`src/rtl/ddssp_pkg.sv`:
```
package ddssp_pkg;
   // ----------------------------------------
   // Register map
   // ----------------------------------------
   localparam logic [7:0] CONFIG_REG_ONE_ADDR  = 8'h00;
   localparam logic [7:0] CONFIG_REG_TWO_ADDR  = 8'h01;
   localparam logic [7:0] CONFIG_REG_FOUR_ADDR = 8'h03;
   localparam logic [7:0] FREQ_WORD_ADDR       = 8'h04;
   localparam logic [7:0] MOD_B_ADDR           = 8'h05;
   localparam logic [7:0] MOD_A_ADDR           = 8'h06;
   localparam logic [7:0] RAMP_CFG_ADDR        = 8'h07;
   localparam logic [7:0] RAMP_VALUE_ADDR      = 8'h08;
   localparam logic [7:0] STATUS_ADDR          = 8'h09;
   localparam logic [7:0] PROFILE_BASE_ADDR    = 8'h10;
   localparam logic [7:0] PROFILE_AMP_BASE     = 8'h18;
   // ----------------------------------------
   // Field positions
   // ----------------------------------------
   localparam int OSK_ENABLE_BIT   = 8;
   localparam int SINE_SELECT_BIT  = 16;
   localparam int PROFILE_EN_BIT   = 23;
   localparam int PARALLEL_EN_BIT  = 22;
   localparam int MODULUS_EN_BIT   = 0;
   localparam int DAC_CAL_BIT      = 24;
   localparam int RAMP_EN_BIT      = 19;
   localparam int RAMP_DEST_LSB    = 20;
   localparam int PAR_DEST_LSB     = 1;
   // ----------------------------------------
   // Reset values and timing
   // ----------------------------------------
   localparam logic [31:0] CONFIG_REG_ONE_RST = 32'h0001_0000;
   localparam logic [31:0] ZERO_WORD          = 32'h0000_0000;
   localparam logic [11:0] AMP_FULL           = 12'hFFF;
   localparam int          UPDATE_DIVIDE      = 24;
   localparam int          CAL_SAMPLE_PERIODS = 469632;
   localparam int          CLOCK_PERIOD_NS    = 100;
   // ----------------------------------------
   // Types
   // ----------------------------------------
   typedef enum logic [1:0] {
      DDSSP_DEST_FREQ  = 2'h0,
      DDSSP_DEST_PHASE = 2'h1,
      DDSSP_DEST_AMP   = 2'h2
   } ddssp_dest_t;
   typedef enum logic [1:0] {
      DDSSP_CAL_IDLE = 2'b01,
      DDSSP_CAL_RUN  = 2'b10
   } ddssp_cal_t;
endpackage : ddssp_pkg

```
`src/rtl/ddssp_core.sv`:
```
`timescale 1ns/10ps
module ddssp_core
   import ddssp_pkg::*;
(
   input  wire logic        clk,
   input  wire logic        rst_n,
   input  wire logic [31:0] freq_word,
   input  wire logic [15:0] phase_offset_word,
   input  wire logic [11:0] amp_scale_factor,
   input  wire logic        modulus_en,
   input  wire logic [31:0] mod_a,
   input  wire logic [31:0] mod_b,
   input  wire logic        sine_sel,
   output logic      [11:0] sample_q
);
   logic [31:0] phase_acc_q;
   logic [31:0] aux_acc_q;
   logic        aux_carry;
   logic [32:0] aux_sum;
   logic [15:0] phase_sum;
   logic [13:0] lut_phase;
   logic signed [11:0] wave;
   logic signed [24:0] scaled;

   // ----------------------------------------
   // Auxiliary modulus accumulator
   // ----------------------------------------
   assign aux_sum   = {1'b0, aux_acc_q} + {1'b0, mod_a};
   assign aux_carry = modulus_en && (aux_sum >= {1'b0, mod_b});

   always_ff @(posedge clk or negedge rst_n) begin
      if (!rst_n) begin
         aux_acc_q <= 32'h0000_0000;
      end else if (!modulus_en) begin
         aux_acc_q <= 32'h0000_0000;
      end else if (aux_carry) begin
         aux_acc_q <= 32'(aux_sum - {1'b0, mod_b});
      end else begin
         aux_acc_q <= aux_sum[31:0];
      end
   end

   always_ff @(posedge clk or negedge rst_n) begin
      if (!rst_n) begin
         phase_acc_q <= 32'h0000_0000;
      end else begin
         phase_acc_q <= phase_acc_q + freq_word + {31'h0, aux_carry};
      end
   end

   // ----------------------------------------
   // Angle to amplitude and scaling
   // ----------------------------------------
   assign phase_sum = phase_acc_q[31:16] + phase_offset_word;
   // Cosine is the sine shifted by a quarter turn.
   assign lut_phase = sine_sel ? phase_sum[15:2] : 14'(phase_sum[15:2] + 14'h1000);

   // A parabolic approximation keeps area small at some cost in purity.
   function automatic logic signed [11:0] sin_approx(input logic [13:0] p);
      logic [12:0] x;
      logic [25:0] sq;
      logic [12:0] mag;
      x   = p[12:0];
      sq  = 26'(x) * 26'(13'h1FFF - x);
      mag = sq[24:12];
      sin_approx = p[13] ? -$signed({1'b0, mag[12:2]}) : $signed({1'b0, mag[12:2]});
   endfunction : sin_approx

   assign wave   = sin_approx(lut_phase);
   assign scaled = wave * $signed({1'b0, amp_scale_factor});

   always_ff @(posedge clk or negedge rst_n) begin
      if (!rst_n) begin
         sample_q <= 12'h800;
      end else begin
         sample_q <= {~scaled[23], scaled[22:12]};
      end
   end
endmodule : ddssp_core

```
`src/rtl/ddssp_top.sv`:
```
`timescale 1ns/10ps
// Notes on behaviour
// - Precedence: modulus, ramp, profiles, parallel port.
// - Profile beats parallel port on frequency.
// - Modulus locks frequency; ramp sweeps unavailable.
// - Profile amplitude only with shift keying enabled.
// - Profiles drive parameters the ramp leaves.
// - Profiles set all three parameters independently.
// - Sine when select bit set, else cosine.
// - Accumulator adds frequency word every cycle.
// - Sixteen-bit phase offset added before conversion.
// - Amplitude factor scales converter output by /4096.
// - Parameters update at most every 24 cycles.
// - Calibration runs 469632 sample periods.
// - Twelve-bit samples each system clock.
// - Update enable divides by 24; pins sampled there.
// - Eight profiles chosen by select pins.
// - Modulus rollover adds one phase LSB.
// - Shift keying enable at config bit 8.
module ddssp_top
   import ddssp_pkg::*;
#(
   parameter int CAL_CYCLES = CAL_SAMPLE_PERIODS
)(
   input  wire logic        REF_CLK,
   input  wire logic        NRST,
   input  wire logic [7:0]  ADDR,
   input  wire logic [31:0] WDATA,
   input  wire logic        WR,
   input  wire logic        RD,
   output logic      [31:0] RDATA,
   input  wire logic [2:0]  PROFILE_SELECT_PINS,
   input  wire logic        RAMP_DIRECTION_PIN,
   input  wire logic        RAMP_HOLD_PIN,
   input  wire logic [31:0] PAR_DATA,
   output logic      [11:0] DAC_SAMPLE,
   output logic             CAL_BUSY,
   output logic             UPDATE_TICK
);
   import ddssp_pkg::*;

   logic        rst_s1_q;
   logic        rst_n;
   logic [31:0] config_reg_one_q;
   logic [31:0] config_reg_two_q;
   logic [31:0] config_reg_four_q;
   logic [31:0] freq_reg_q;
   logic [31:0] mod_a_q;
   logic [31:0] mod_b_q;
   logic [31:0] ramp_cfg_q;
   logic [31:0] ramp_q;
   logic [31:0] prof_ftw_q [8];
   logic [31:0] prof_pa_q  [8];
   logic [4:0]  div_q;
   logic        tick;
   logic [2:0]  psel_q;
   logic        rdir_q;
   logic        rhold_q;
   logic [31:0] par_q;
   logic [31:0] ftw_q;
   logic [15:0] pow_q;
   logic [11:0] asf_q;
   logic [31:0] ftw_d;
   logic [15:0] pow_d;
   logic [11:0] asf_d;
   logic        cal_bit_last_q;
   logic [19:0] cal_cnt_q;
   ddssp_cal_t  cal_state_q;
   logic [11:0] sample;

   // ----------------------------------------
   // Reset release
   // ----------------------------------------
   always_ff @(posedge REF_CLK or negedge NRST) begin
      if (!NRST) begin
         rst_s1_q <= 1'b0;
         rst_n    <= 1'b0;
      end else begin
         rst_s1_q <= 1'b1;
         rst_n    <= rst_s1_q;
      end
   end

   // ----------------------------------------
   // Register writes
   // ----------------------------------------
   always_ff @(posedge REF_CLK or negedge rst_n) begin
      if (!rst_n) begin
         config_reg_one_q  <= CONFIG_REG_ONE_RST;
         config_reg_two_q  <= ZERO_WORD;
         config_reg_four_q <= ZERO_WORD;
         freq_reg_q        <= ZERO_WORD;
         mod_a_q           <= ZERO_WORD;
         mod_b_q           <= ZERO_WORD;
         ramp_cfg_q        <= ZERO_WORD;
         for (int i = 0; i < 8; i++) begin
            prof_ftw_q[i] <= ZERO_WORD;
            prof_pa_q[i]  <= ZERO_WORD;
         end
      end else if (WR) begin
         unique case (ADDR)
            CONFIG_REG_ONE_ADDR:  config_reg_one_q  <= WDATA;
            CONFIG_REG_TWO_ADDR:  config_reg_two_q  <= WDATA;
            CONFIG_REG_FOUR_ADDR: config_reg_four_q <= WDATA;
            FREQ_WORD_ADDR:       freq_reg_q        <= WDATA;
            MOD_B_ADDR:           mod_b_q           <= WDATA;
            MOD_A_ADDR:           mod_a_q           <= WDATA;
            RAMP_CFG_ADDR:        ramp_cfg_q        <= WDATA;
            default: begin
               if (ADDR[7:3] == PROFILE_BASE_ADDR[7:3]) begin
                  prof_ftw_q[ADDR[2:0]] <= WDATA;
               end else if (ADDR[7:3] == PROFILE_AMP_BASE[7:3]) begin
                  prof_pa_q[ADDR[2:0]] <= WDATA;
               end
            end
         endcase
      end
   end

   // ----------------------------------------
   // Update enable and pin sampling
   // ----------------------------------------
   always_ff @(posedge REF_CLK or negedge rst_n) begin
      if (!rst_n) begin
         div_q <= 5'h00;
      end else if (div_q == 5'(UPDATE_DIVIDE - 1)) begin
         div_q <= 5'h00;
      end else begin
         div_q <= div_q + 5'h01;
      end
   end
   assign tick = (div_q == 5'(UPDATE_DIVIDE - 1));

   always_ff @(posedge REF_CLK or negedge rst_n) begin
      if (!rst_n) begin
         psel_q  <= 3'h0;
         rdir_q  <= 1'b0;
         rhold_q <= 1'b0;
         par_q   <= ZERO_WORD;
      end else if (tick) begin
         psel_q  <= PROFILE_SELECT_PINS;
         rdir_q  <= RAMP_DIRECTION_PIN;
         rhold_q <= RAMP_HOLD_PIN;
         par_q   <= PAR_DATA;
      end
   end

   // ----------------------------------------
   // Simple ramp sweep
   // ----------------------------------------
   // The sweep is a plain up/down step; limits are left to software.
   always_ff @(posedge REF_CLK or negedge rst_n) begin
      if (!rst_n) begin
         ramp_q <= ZERO_WORD;
      end else if (WR && ADDR == RAMP_VALUE_ADDR) begin
         ramp_q <= WDATA;
      end else if (tick && ramp_cfg_q[RAMP_EN_BIT] && !rhold_q) begin
         ramp_q <= rdir_q ? ramp_q + {16'h0000, ramp_cfg_q[15:0]}
                          : ramp_q - {16'h0000, ramp_cfg_q[15:0]};
      end
   end

   // ----------------------------------------
   // Source priority
   // ----------------------------------------
   always_comb begin
      logic        mod_on;
      logic        ramp_on;
      logic        prof_on;
      logic        par_on;
      ddssp_dest_t rdest;
      ddssp_dest_t pdest;
      mod_on  = config_reg_two_q[MODULUS_EN_BIT];
      ramp_on = ramp_cfg_q[RAMP_EN_BIT] && !mod_on;
      prof_on = config_reg_two_q[PROFILE_EN_BIT];
      par_on  = config_reg_two_q[PARALLEL_EN_BIT];
      rdest   = ddssp_dest_t'(ramp_cfg_q[RAMP_DEST_LSB +: 2]);
      pdest   = ddssp_dest_t'(config_reg_two_q[PAR_DEST_LSB +: 2]);
      // Each parameter resolves on its own.
      ftw_d = freq_reg_q;
      if (mod_on) begin
         ftw_d = freq_reg_q;
      end else if (ramp_on && rdest == DDSSP_DEST_FREQ) begin
         ftw_d = ramp_q;
      end else if (prof_on) begin
         ftw_d = prof_ftw_q[psel_q];
      end else if (par_on && pdest == DDSSP_DEST_FREQ) begin
         ftw_d = par_q;
      end
      pow_d = 16'h0000;
      if (ramp_on && rdest == DDSSP_DEST_PHASE) begin
         pow_d = ramp_q[15:0];
      end else if (prof_on) begin
         pow_d = prof_pa_q[psel_q][15:0];
      end else if (par_on && pdest == DDSSP_DEST_PHASE) begin
         pow_d = par_q[15:0];
      end
      asf_d = AMP_FULL;
      if (config_reg_one_q[OSK_ENABLE_BIT]) begin
         if (ramp_on && rdest == DDSSP_DEST_AMP) begin
            asf_d = ramp_q[11:0];
         end else if (prof_on) begin
            asf_d = prof_pa_q[psel_q][27:16];
         end else if (par_on && pdest == DDSSP_DEST_AMP) begin
            asf_d = par_q[11:0];
         end
      end
   end

   always_ff @(posedge REF_CLK or negedge rst_n) begin
      if (!rst_n) begin
         ftw_q <= ZERO_WORD;
         pow_q <= 16'h0000;
         asf_q <= AMP_FULL;
      end else if (tick) begin
         ftw_q <= ftw_d;
         pow_q <= pow_d;
         asf_q <= asf_d;
      end
   end

   // ----------------------------------------
   // Converter calibration
   // ----------------------------------------
   always_ff @(posedge REF_CLK or negedge rst_n) begin
      if (!rst_n) begin
         cal_bit_last_q <= 1'b0;
         cal_cnt_q      <= 20'h00000;
         cal_state_q    <= DDSSP_CAL_IDLE;
      end else begin
         cal_bit_last_q <= config_reg_four_q[DAC_CAL_BIT];
         unique case (cal_state_q)
            DDSSP_CAL_IDLE: begin
               if (config_reg_four_q[DAC_CAL_BIT] && !cal_bit_last_q) begin
                  cal_cnt_q   <= 20'(CAL_CYCLES - 1);
                  cal_state_q <= DDSSP_CAL_RUN;
               end
            end
            DDSSP_CAL_RUN: begin
               if (cal_cnt_q == 20'h00000) begin
                  cal_state_q <= DDSSP_CAL_IDLE;
               end else begin
                  cal_cnt_q <= cal_cnt_q - 20'h00001;
               end
            end
         endcase
      end
   end

   // ----------------------------------------
   // Core and outputs
   // ----------------------------------------
   ddssp_core u_core (
      .clk               (REF_CLK),
      .rst_n             (rst_n),
      .freq_word         (ftw_q),
      .phase_offset_word (pow_q),
      .amp_scale_factor  (asf_q),
      .modulus_en        (config_reg_two_q[MODULUS_EN_BIT]),
      .mod_a             (mod_a_q),
      .mod_b             (mod_b_q),
      .sine_sel          (config_reg_one_q[SINE_SELECT_BIT]),
      .sample_q          (sample)
   );

   always_ff @(posedge REF_CLK or negedge rst_n) begin
      if (!rst_n) begin
         DAC_SAMPLE  <= 12'h800;
         CAL_BUSY    <= 1'b0;
         UPDATE_TICK <= 1'b0;
      end else begin
         DAC_SAMPLE  <= sample;
         CAL_BUSY    <= (cal_state_q == DDSSP_CAL_RUN);
         UPDATE_TICK <= tick;
      end
   end

   always_ff @(posedge REF_CLK or negedge rst_n) begin
      if (!rst_n) begin
         RDATA <= ZERO_WORD;
      end else if (RD) begin
         unique case (ADDR)
            CONFIG_REG_ONE_ADDR:  RDATA <= config_reg_one_q;
            CONFIG_REG_TWO_ADDR:  RDATA <= config_reg_two_q;
            CONFIG_REG_FOUR_ADDR: RDATA <= config_reg_four_q;
            FREQ_WORD_ADDR:       RDATA <= freq_reg_q;
            MOD_B_ADDR:           RDATA <= mod_b_q;
            MOD_A_ADDR:           RDATA <= mod_a_q;
            RAMP_CFG_ADDR:        RDATA <= ramp_cfg_q;
            RAMP_VALUE_ADDR:      RDATA <= ramp_q;
            STATUS_ADDR:          RDATA <= {19'h00000, (cal_state_q == DDSSP_CAL_RUN), asf_q};
            default: begin
               if (ADDR[7:3] == PROFILE_BASE_ADDR[7:3]) begin
                  RDATA <= prof_ftw_q[ADDR[2:0]];
               end else if (ADDR[7:3] == PROFILE_AMP_BASE[7:3]) begin
                  RDATA <= prof_pa_q[ADDR[2:0]];
               end else begin
                  RDATA <= ZERO_WORD;
               end
            end
         endcase
      end else begin
         RDATA <= ZERO_WORD;
      end
   end
endmodule : ddssp_top

```
`config.mk`:
```
export PLATFORM = sky130hd
export DESIGN_NAME = ddssp_top
export DESIGN_NICKNAME = d
export VERILOG_FILES = /design/src/rtl/ddssp_pkg.sv /design/src/rtl/ddssp_core.sv /design/src/rtl/ddssp_top.sv
export SDC_FILE = /design/constraint.sdc
export NUM_CORES = 2
export LEC_CHECK = 0
export BUFFER_PORTS_ARGS = -buffer_cell sky130_fd_sc_hd__buf_2
export CORE_MARGIN = 8
export CORE_UTILIZATION = 55
export DETAILED_ROUTE_END_ITERATION = 7
export GPL_ROUTABILITY_DRIVEN = 0
export GPL_TIMING_DRIVEN = 1
export HOLD_SLACK_MARGIN = 0.12
export MAX_ROUTING_LAYER = met4
export PLACE_DENSITY = 0.77
export SLEW_MARGIN = 20
export SYNTH_ARGS = -nofsm -noshare
export SYNTH_HDL_FRONTEND = slang
export SYNTH_SLANG_ARGS = --single-unit
```
`constraint.sdc`:
```
create_clock -name REF_CLK -period 40.3 [get_ports REF_CLK]
set_input_delay 2.015 -clock REF_CLK [delete_from_list [all_inputs] [get_ports REF_CLK]]
set_output_delay 2.015 -clock REF_CLK [all_outputs]
set_load 0.03 [all_outputs]
```
### After elaboration in Yosys (flattened, before gate mapping)

Cells that the tools add are included.

| storage, ports and cells | value |
|---|---|
| register bits after elaboration | 1017 |
| input bits | 81 |
| output and inout bits | 46 |

| cells by class | value |
|---|---|
| add/sub/neg operators | 12 |
| $mul | 2 |
| magnitude comparators | 4 |
| equality and inequality tests | 20 |
| multiplexer cells | 45 |
| bitwise gates (word level) | 5 |
| reduce and logical (&&, ||, !) cells | 33 |

Operators by type and width:

| operator | number |
|---|---|
| 2-to-1 mux 32 bit | 19 |
| bitwise mux 256 bit | 2 |
| binary-select mux 32 bit (select 3 bit) | 4 |
| one-hot mux 32 bit (9 select lines) | 1 |
| demux 32 bit (select 3 bit) | 1 |
| 2-to-1 mux 12 bit | 5 |
| 2-to-1 mux 28 bit | 2 |
| 2-to-1 mux 16 bit | 3 |
| 2-to-1 mux 20 bit | 2 |
| one-hot mux 20 bit (2 select lines) | 1 |
| adder 32 x 32 -> 33 bit | 1 |
| >= comparator 33 x 32 -> 1 bit | 1 |
| adder 32 x 1 -> 32 bit | 1 |
| adder 32 x 16 -> 32 bit | 1 |
| adder 32 bit | 1 |
| == test 8 x 3 -> 1 bit, second input constant | 4 |
| subtractor 32 x 16 -> 32 bit | 1 |
| subtractor 32 bit | 1 |
| multiplier 13 x 26 -> 25 bit | 1 |
| multiplier 12 x 13 -> 24 bit | 1 |
| logical NOT 20 bit | 1 |
| subtractor 20 x 1 -> 20 bit, second input constant | 1 |
| AND reduction 2 bit | 9 |
| adder 16 bit | 1 |
| other kinds (28) | 56 |

### Depth between registers and ports, before layout

| logic depth | value |
|---|---|
| word-level depth | 9 |
| gate-level depth with buffers | 57 |
| gate-level depth less buffers | 55 |

### Hierarchy

A second synthesis with hierarchy kept.

| unflattened totals | value |
|---|---|
| cell total of the unflattened synthesis | 5789 |
| area total of the unflattened synthesis | 65987.0 µm² |

By module, submodules not included:

| module | times used | cells an instance | area each (µm²) |
|---|---|---|---|
| ddssp_top | 1 | 3758 | 48499.0 |
| ddssp_core | 1 | 2031 | 17488.0 |

### Worst setup path before layout

OpenSTA, ideal clock, no wires.

| timing path | value |
|---|---|
| path kind | reg-to-reg |
| start point | register u_core.phase_acc_q[18] |
| end point | register u_core.sample_q[11] |
| setup time | 75 ps |
| data arrival time | 11974 ps |
| required time | 40225 ps |
| path slack | 28250 ps |
| cell stages (with the launch flop) | 55 |
| period minus slack after synthesis | 12050 ps |
| cells stage by stage | dfrtp_1 > ha_1 > nand4_1 > a21o_1 > nand2_1 > o21ai_0 > nand2b_1 > inv_1 > o21ai_0 > nor2_1 > nor3_1 > clkbuf_1 > nor2_1 > fa_1 > inv_1 > fa_1 > inv_1 > fa_1 > [19 not listed] > fa_1 > fa_1 > fa_1 > inv_1 > fa_1 > inv_1 > fa_1 > inv_1 > ha_1 > a2111oi_1 > nor4_1 > o31ai_1 > o21ai_1 > nor2_1 > o21bai_1 > a21oi_1 > xnor2_1 > xnor2_1 |

| on the way | value |
|---|---|
| word-level cells in the longest chain between the ends | 9 |

RTL lines:

| what | RTL line | text |
|---|---|---|
| from (decl) | ddssp_core.sv:16 | `logic [31:0] phase_acc_q;` |
| from (signal assigned) | ddssp_core.sv:47 | `phase_acc_q <= phase_acc_q + freq_word + {31'h0, aux_carry};` |
| adder 16 bit * | ddssp_core.sv:54 | `assign phase_sum = phase_acc_q[31:16] + phase_offset_word;` |
| adder 14 x 13 -> 14 bit | ddssp_core.sv:56 | `assign lut_phase = sine_sel ? phase_sum[15:2] : 14'(phase_sum[15:2] + 14'h1000);` |
| 2-to-1 mux 14 bit * | ddssp_core.sv:56 |  |
| subtractor 13 x 13 -> 14 bit | ddssp_core.sv:64 | `sq = 26'(x) * 26'(13'h1FFF - x);` |
| multiplier 13 x 26 -> 25 bit | ddssp_core.sv:64 |  |
| negation 11 -> 12 bit | ddssp_core.sv:66 | `sin_approx = p[13] ? -$signed({1'b0, mag[12:2]}) : $signed({1'b0, mag[12:2]});` |
| 2-to-1 mux 12 bit * | ddssp_core.sv:66 |  |
| multiplier 12 x 13 -> 24 bit * | ddssp_core.sv:70 | `assign scaled = wave * $signed({1'b0, amp_scale_factor});` |
| inverter 1 bit * | ddssp_core.sv:76 | `sample_q <= {~scaled[23], scaled[22:12]};` |
| to (signal assigned) | ddssp_core.sv:76 |  |
| to (decl) | ddssp_core.sv:14 | `output logic [11:0] sample_q` |

Every way passes the cells marked *; elsewhere a longest branch is shown, timed or not.
A chain may end at the register's enable or synchronous reset.

### Worst setup path in the final report

| timing path | value |
|---|---|
| start point | register u_core.phase_acc_q[17] |
| end point | register u_core.sample_q[11] |

The elaborated chain is that of the path after synthesis.

==> flow_summary.ini <==
[global_routing]
grtUsageTotal_pct = 29.8
grt_antenna_before_repair = 23
grt_overflow = 0
grt_max_degree = 176
grt_pass1_vias = 47930
grt_first_pass_wirelength_um = 287000

[finish]
nets = 6211
drive_gt1_share_pct = 25.9
area_growth_pct = 8.79

[die]
die_w_um = 359
pin_count = 127
start_util_pct = 55.5
die_y_um = 359
die-area_um2 = 129000
coreArea_um2 = 116000
rows = 125

[worst_setup_path]
arrival_ps = 14890
cp_slowest_cell = xor2_1
endpoint_kind = flip-flop
reg2reg_depth = 47
max_stage_delay_ps = 770
critPathRequiredTime_ps = 40910
cp-start-kind = flip-flop
worst_path_most_repeated_cell = fa_1
worst-setup-path-type = reg -> reg
worst-path-max-fanout = 15

[synth]
synth_ff_type = dfrtp_1
syn_area_um2 = 64500
syn-num-nets = 6273
yosys-top-cells-area = dfrtp_1 (39%), mux2_2 (13%), mux4_2 (9.3%)
async_flop_share_pct = 100
ys_seq_elements = 1017
synth_edf_count = 0
synthDistinctLibCells = 84
yosysMostFrequentCell = dfrtp_1
synth_area_per_cell_um2 = 11.4
synth_top_area_share_pct = 38.8
synth_common_cells = dfrtp_1 (1001), mux2_2 (718), nand2_1 (477), inv_1 (388), nor2_1 (333)
synth.largest_area_cell = dfrtp_1
ys_seq_area_share_pct = 39.5
yosys_warnings = 0
netlist_instances = 5682

[hold_path]
holdPathStages = 0
hold_path.class = reg -> reg

[sta]
finalHoldViolCount = 0
setup_violations = 0
period_needed_ps = 14280
tightest_slew_ps = 1190
rsz0062_at_grt = no
max_clock_freq_mhz = 70.0
drv_slew = 0
finalCritPeriodShare_pct = 35.4
tns_ps = 0
finalClockSkew_ps = 62.7
slew_headroom_pct = 20.4

[clock_tree]
postCtsSetupBuffers = 0
htree_levels = 3
cts_buffers = 106
cts-root-buf = clkbuf_16
clk_latency_ps = 730
cts_tree = built
clk_pin_slew_ps = 60
cts_sinks = 1017
cts_buffer_depth = 3
cts_hold_buf = 0
cts_resized = 0

[placed_design]
hpwl_um = 127000
port_buffers = 126

[drt]
vias = 47225
viasPerCell = 6.51
drt-initial-drc-count = 4758
wl_um = 187000
drc_errors = 8
ant_nets = 0
drtPass1Iterations = 8
wire_per_inst_um = 25.8

[run_status]
status = finished, violations left
violations = DRC

[run]
maxCapViolations = 0
## metal layers
metal  GRT usage (%)  part of all wire [%]
met1            37.4                    38
met2            43.9                    44
met3            8.20                    10
met4            16.9                   6.9
met5               -                     0
## cells in the final DEF, fill, tap and decap left out, drive strengths merged, types with 12 or more instances in the layout
cell    count
diode      22
and2       46
nand2     478
mux2      718
a21o       81
nand4      14
clkinv     38
inv       395
o221a      12
o21ai     180
dfrtp    1001
nor2      333
fa        209
a22o       50
dfstp      16
a21oi     278
nand2b     28
a31oi      67
ha        301
nand3      53
clkbuf    150
a211oi     96
mux2i      96
nor2b      56
or3        15
xor2       75
o21a       20
xnor2     110
a22oi      38
nor3       47
buf       210
mux4      267
a221oi     54
and3       19
o21bai     18
a222oi     12
## metrics by stage
stage / util, % / hold WS (ps) / setup slack (ps) / instance area (um^2) / cells
final: 60.3 / 347 / 26020 / 70200 / 7259
after global routing: 60.3 / 351 / 25010 / 70200 / 7256
after CTS: 60.3 / 349 / 26150 / 70200 / 7237
after detailed placement: 57.2 / 336 / 26190 / 66500 / 7036
after global placement: 57.2 / 332 / 26410 / 66500 / 7036
after floorplan: - / 331 / 9880 / 64500 / 5682
## critical path: cells and delay by family (launching register included)
family / cells / cell delay [ps]
adders and majority gates: 14 / 6040
and+or+nand+nor: 9 / 2560
AOI/OAI and AO/OA: 11 / 2440
xor gates and xnor gates: 4 / 1770
buffers and inverters: 9 / 950
DFF: 1 / 400
## path summary, 6_finish.rpt
| path | to | startpoint | slack, ps |
|---|---|---|---|
| worst min register to register | rst_n$_DFF_PN0_ | rst_s1_q$_DFF_PN0_ | 350 |
| min in group asynchronous | prof_pa_q[76]$_DFFE_PN0P_ | rst_n$_DFF_PN0_ | 500 |
| worst max register to register | u_core.sample_q[11]$_DFF_PN1_ | u_core.phase_acc_q[17]$_DFF_PN0_ | 26020 |
| worst max-delay path | u_core.sample_q[11]$_DFF_PN1_ | u_core.phase_acc_q[17]$_DFF_PN0_ | 26020 |
| max in group asynchronous | config_reg_four_q[29]$_DFFE_PN0P_ | rst_n$_DFF_PN0_ | 35040 |
| worst min-delay path | rst_n$_DFF_PN0_ | rst_s1_q$_DFF_PN0_ | 350 |
## sequential cells by signal, summed over array words and instances (netlist names), 5 cells and up
name,flops
u_core.sample_q,12
div_q,5
config_reg_one_q,32
pow_q,16
mod_a_q,32
cal_cnt_q,20
u_core.phase_acc_q,32
config_reg_two_q,32
prof_ftw_q,256
ramp_cfg_q,32
prof_pa_q,256
ftw_q,32
mod_b_q,32
asf_q,12
ramp_q,32
DAC_SAMPLE,12
config_reg_four_q,32
u_core.aux_acc_q,32
freq_reg_q,32
RDATA,32
par_q,32
## cell type report
cell class	count	area [um^2]
antenna	22	55.1
clock buffer	150	3080
clock inverter	51	566
fill	9043	46100
inverter	392	1470
multi-input combinational	3893	36300
sequential	1017	25500
tap	1524	1910
timing repair buffer	210	1310
## cells by family (layout without fill, tap and decap cells)
family	count (synthesis)	after routing	synth area share, %
fa+ha+maj	510	510	12.3
mux	1081	1081	23.3
other cells	1	23	0.00581
compound gates	971	971	9.93
simple gates	1145	1145	7.89
xor+xnor	185	185	2.51
flops	1017	1017	39.5
buf+inv	772	803	4.56
Power is left out: the tool's default activity adds up to more than one toggle a clock period on the data nets, which glitch-free logic cannot reach.
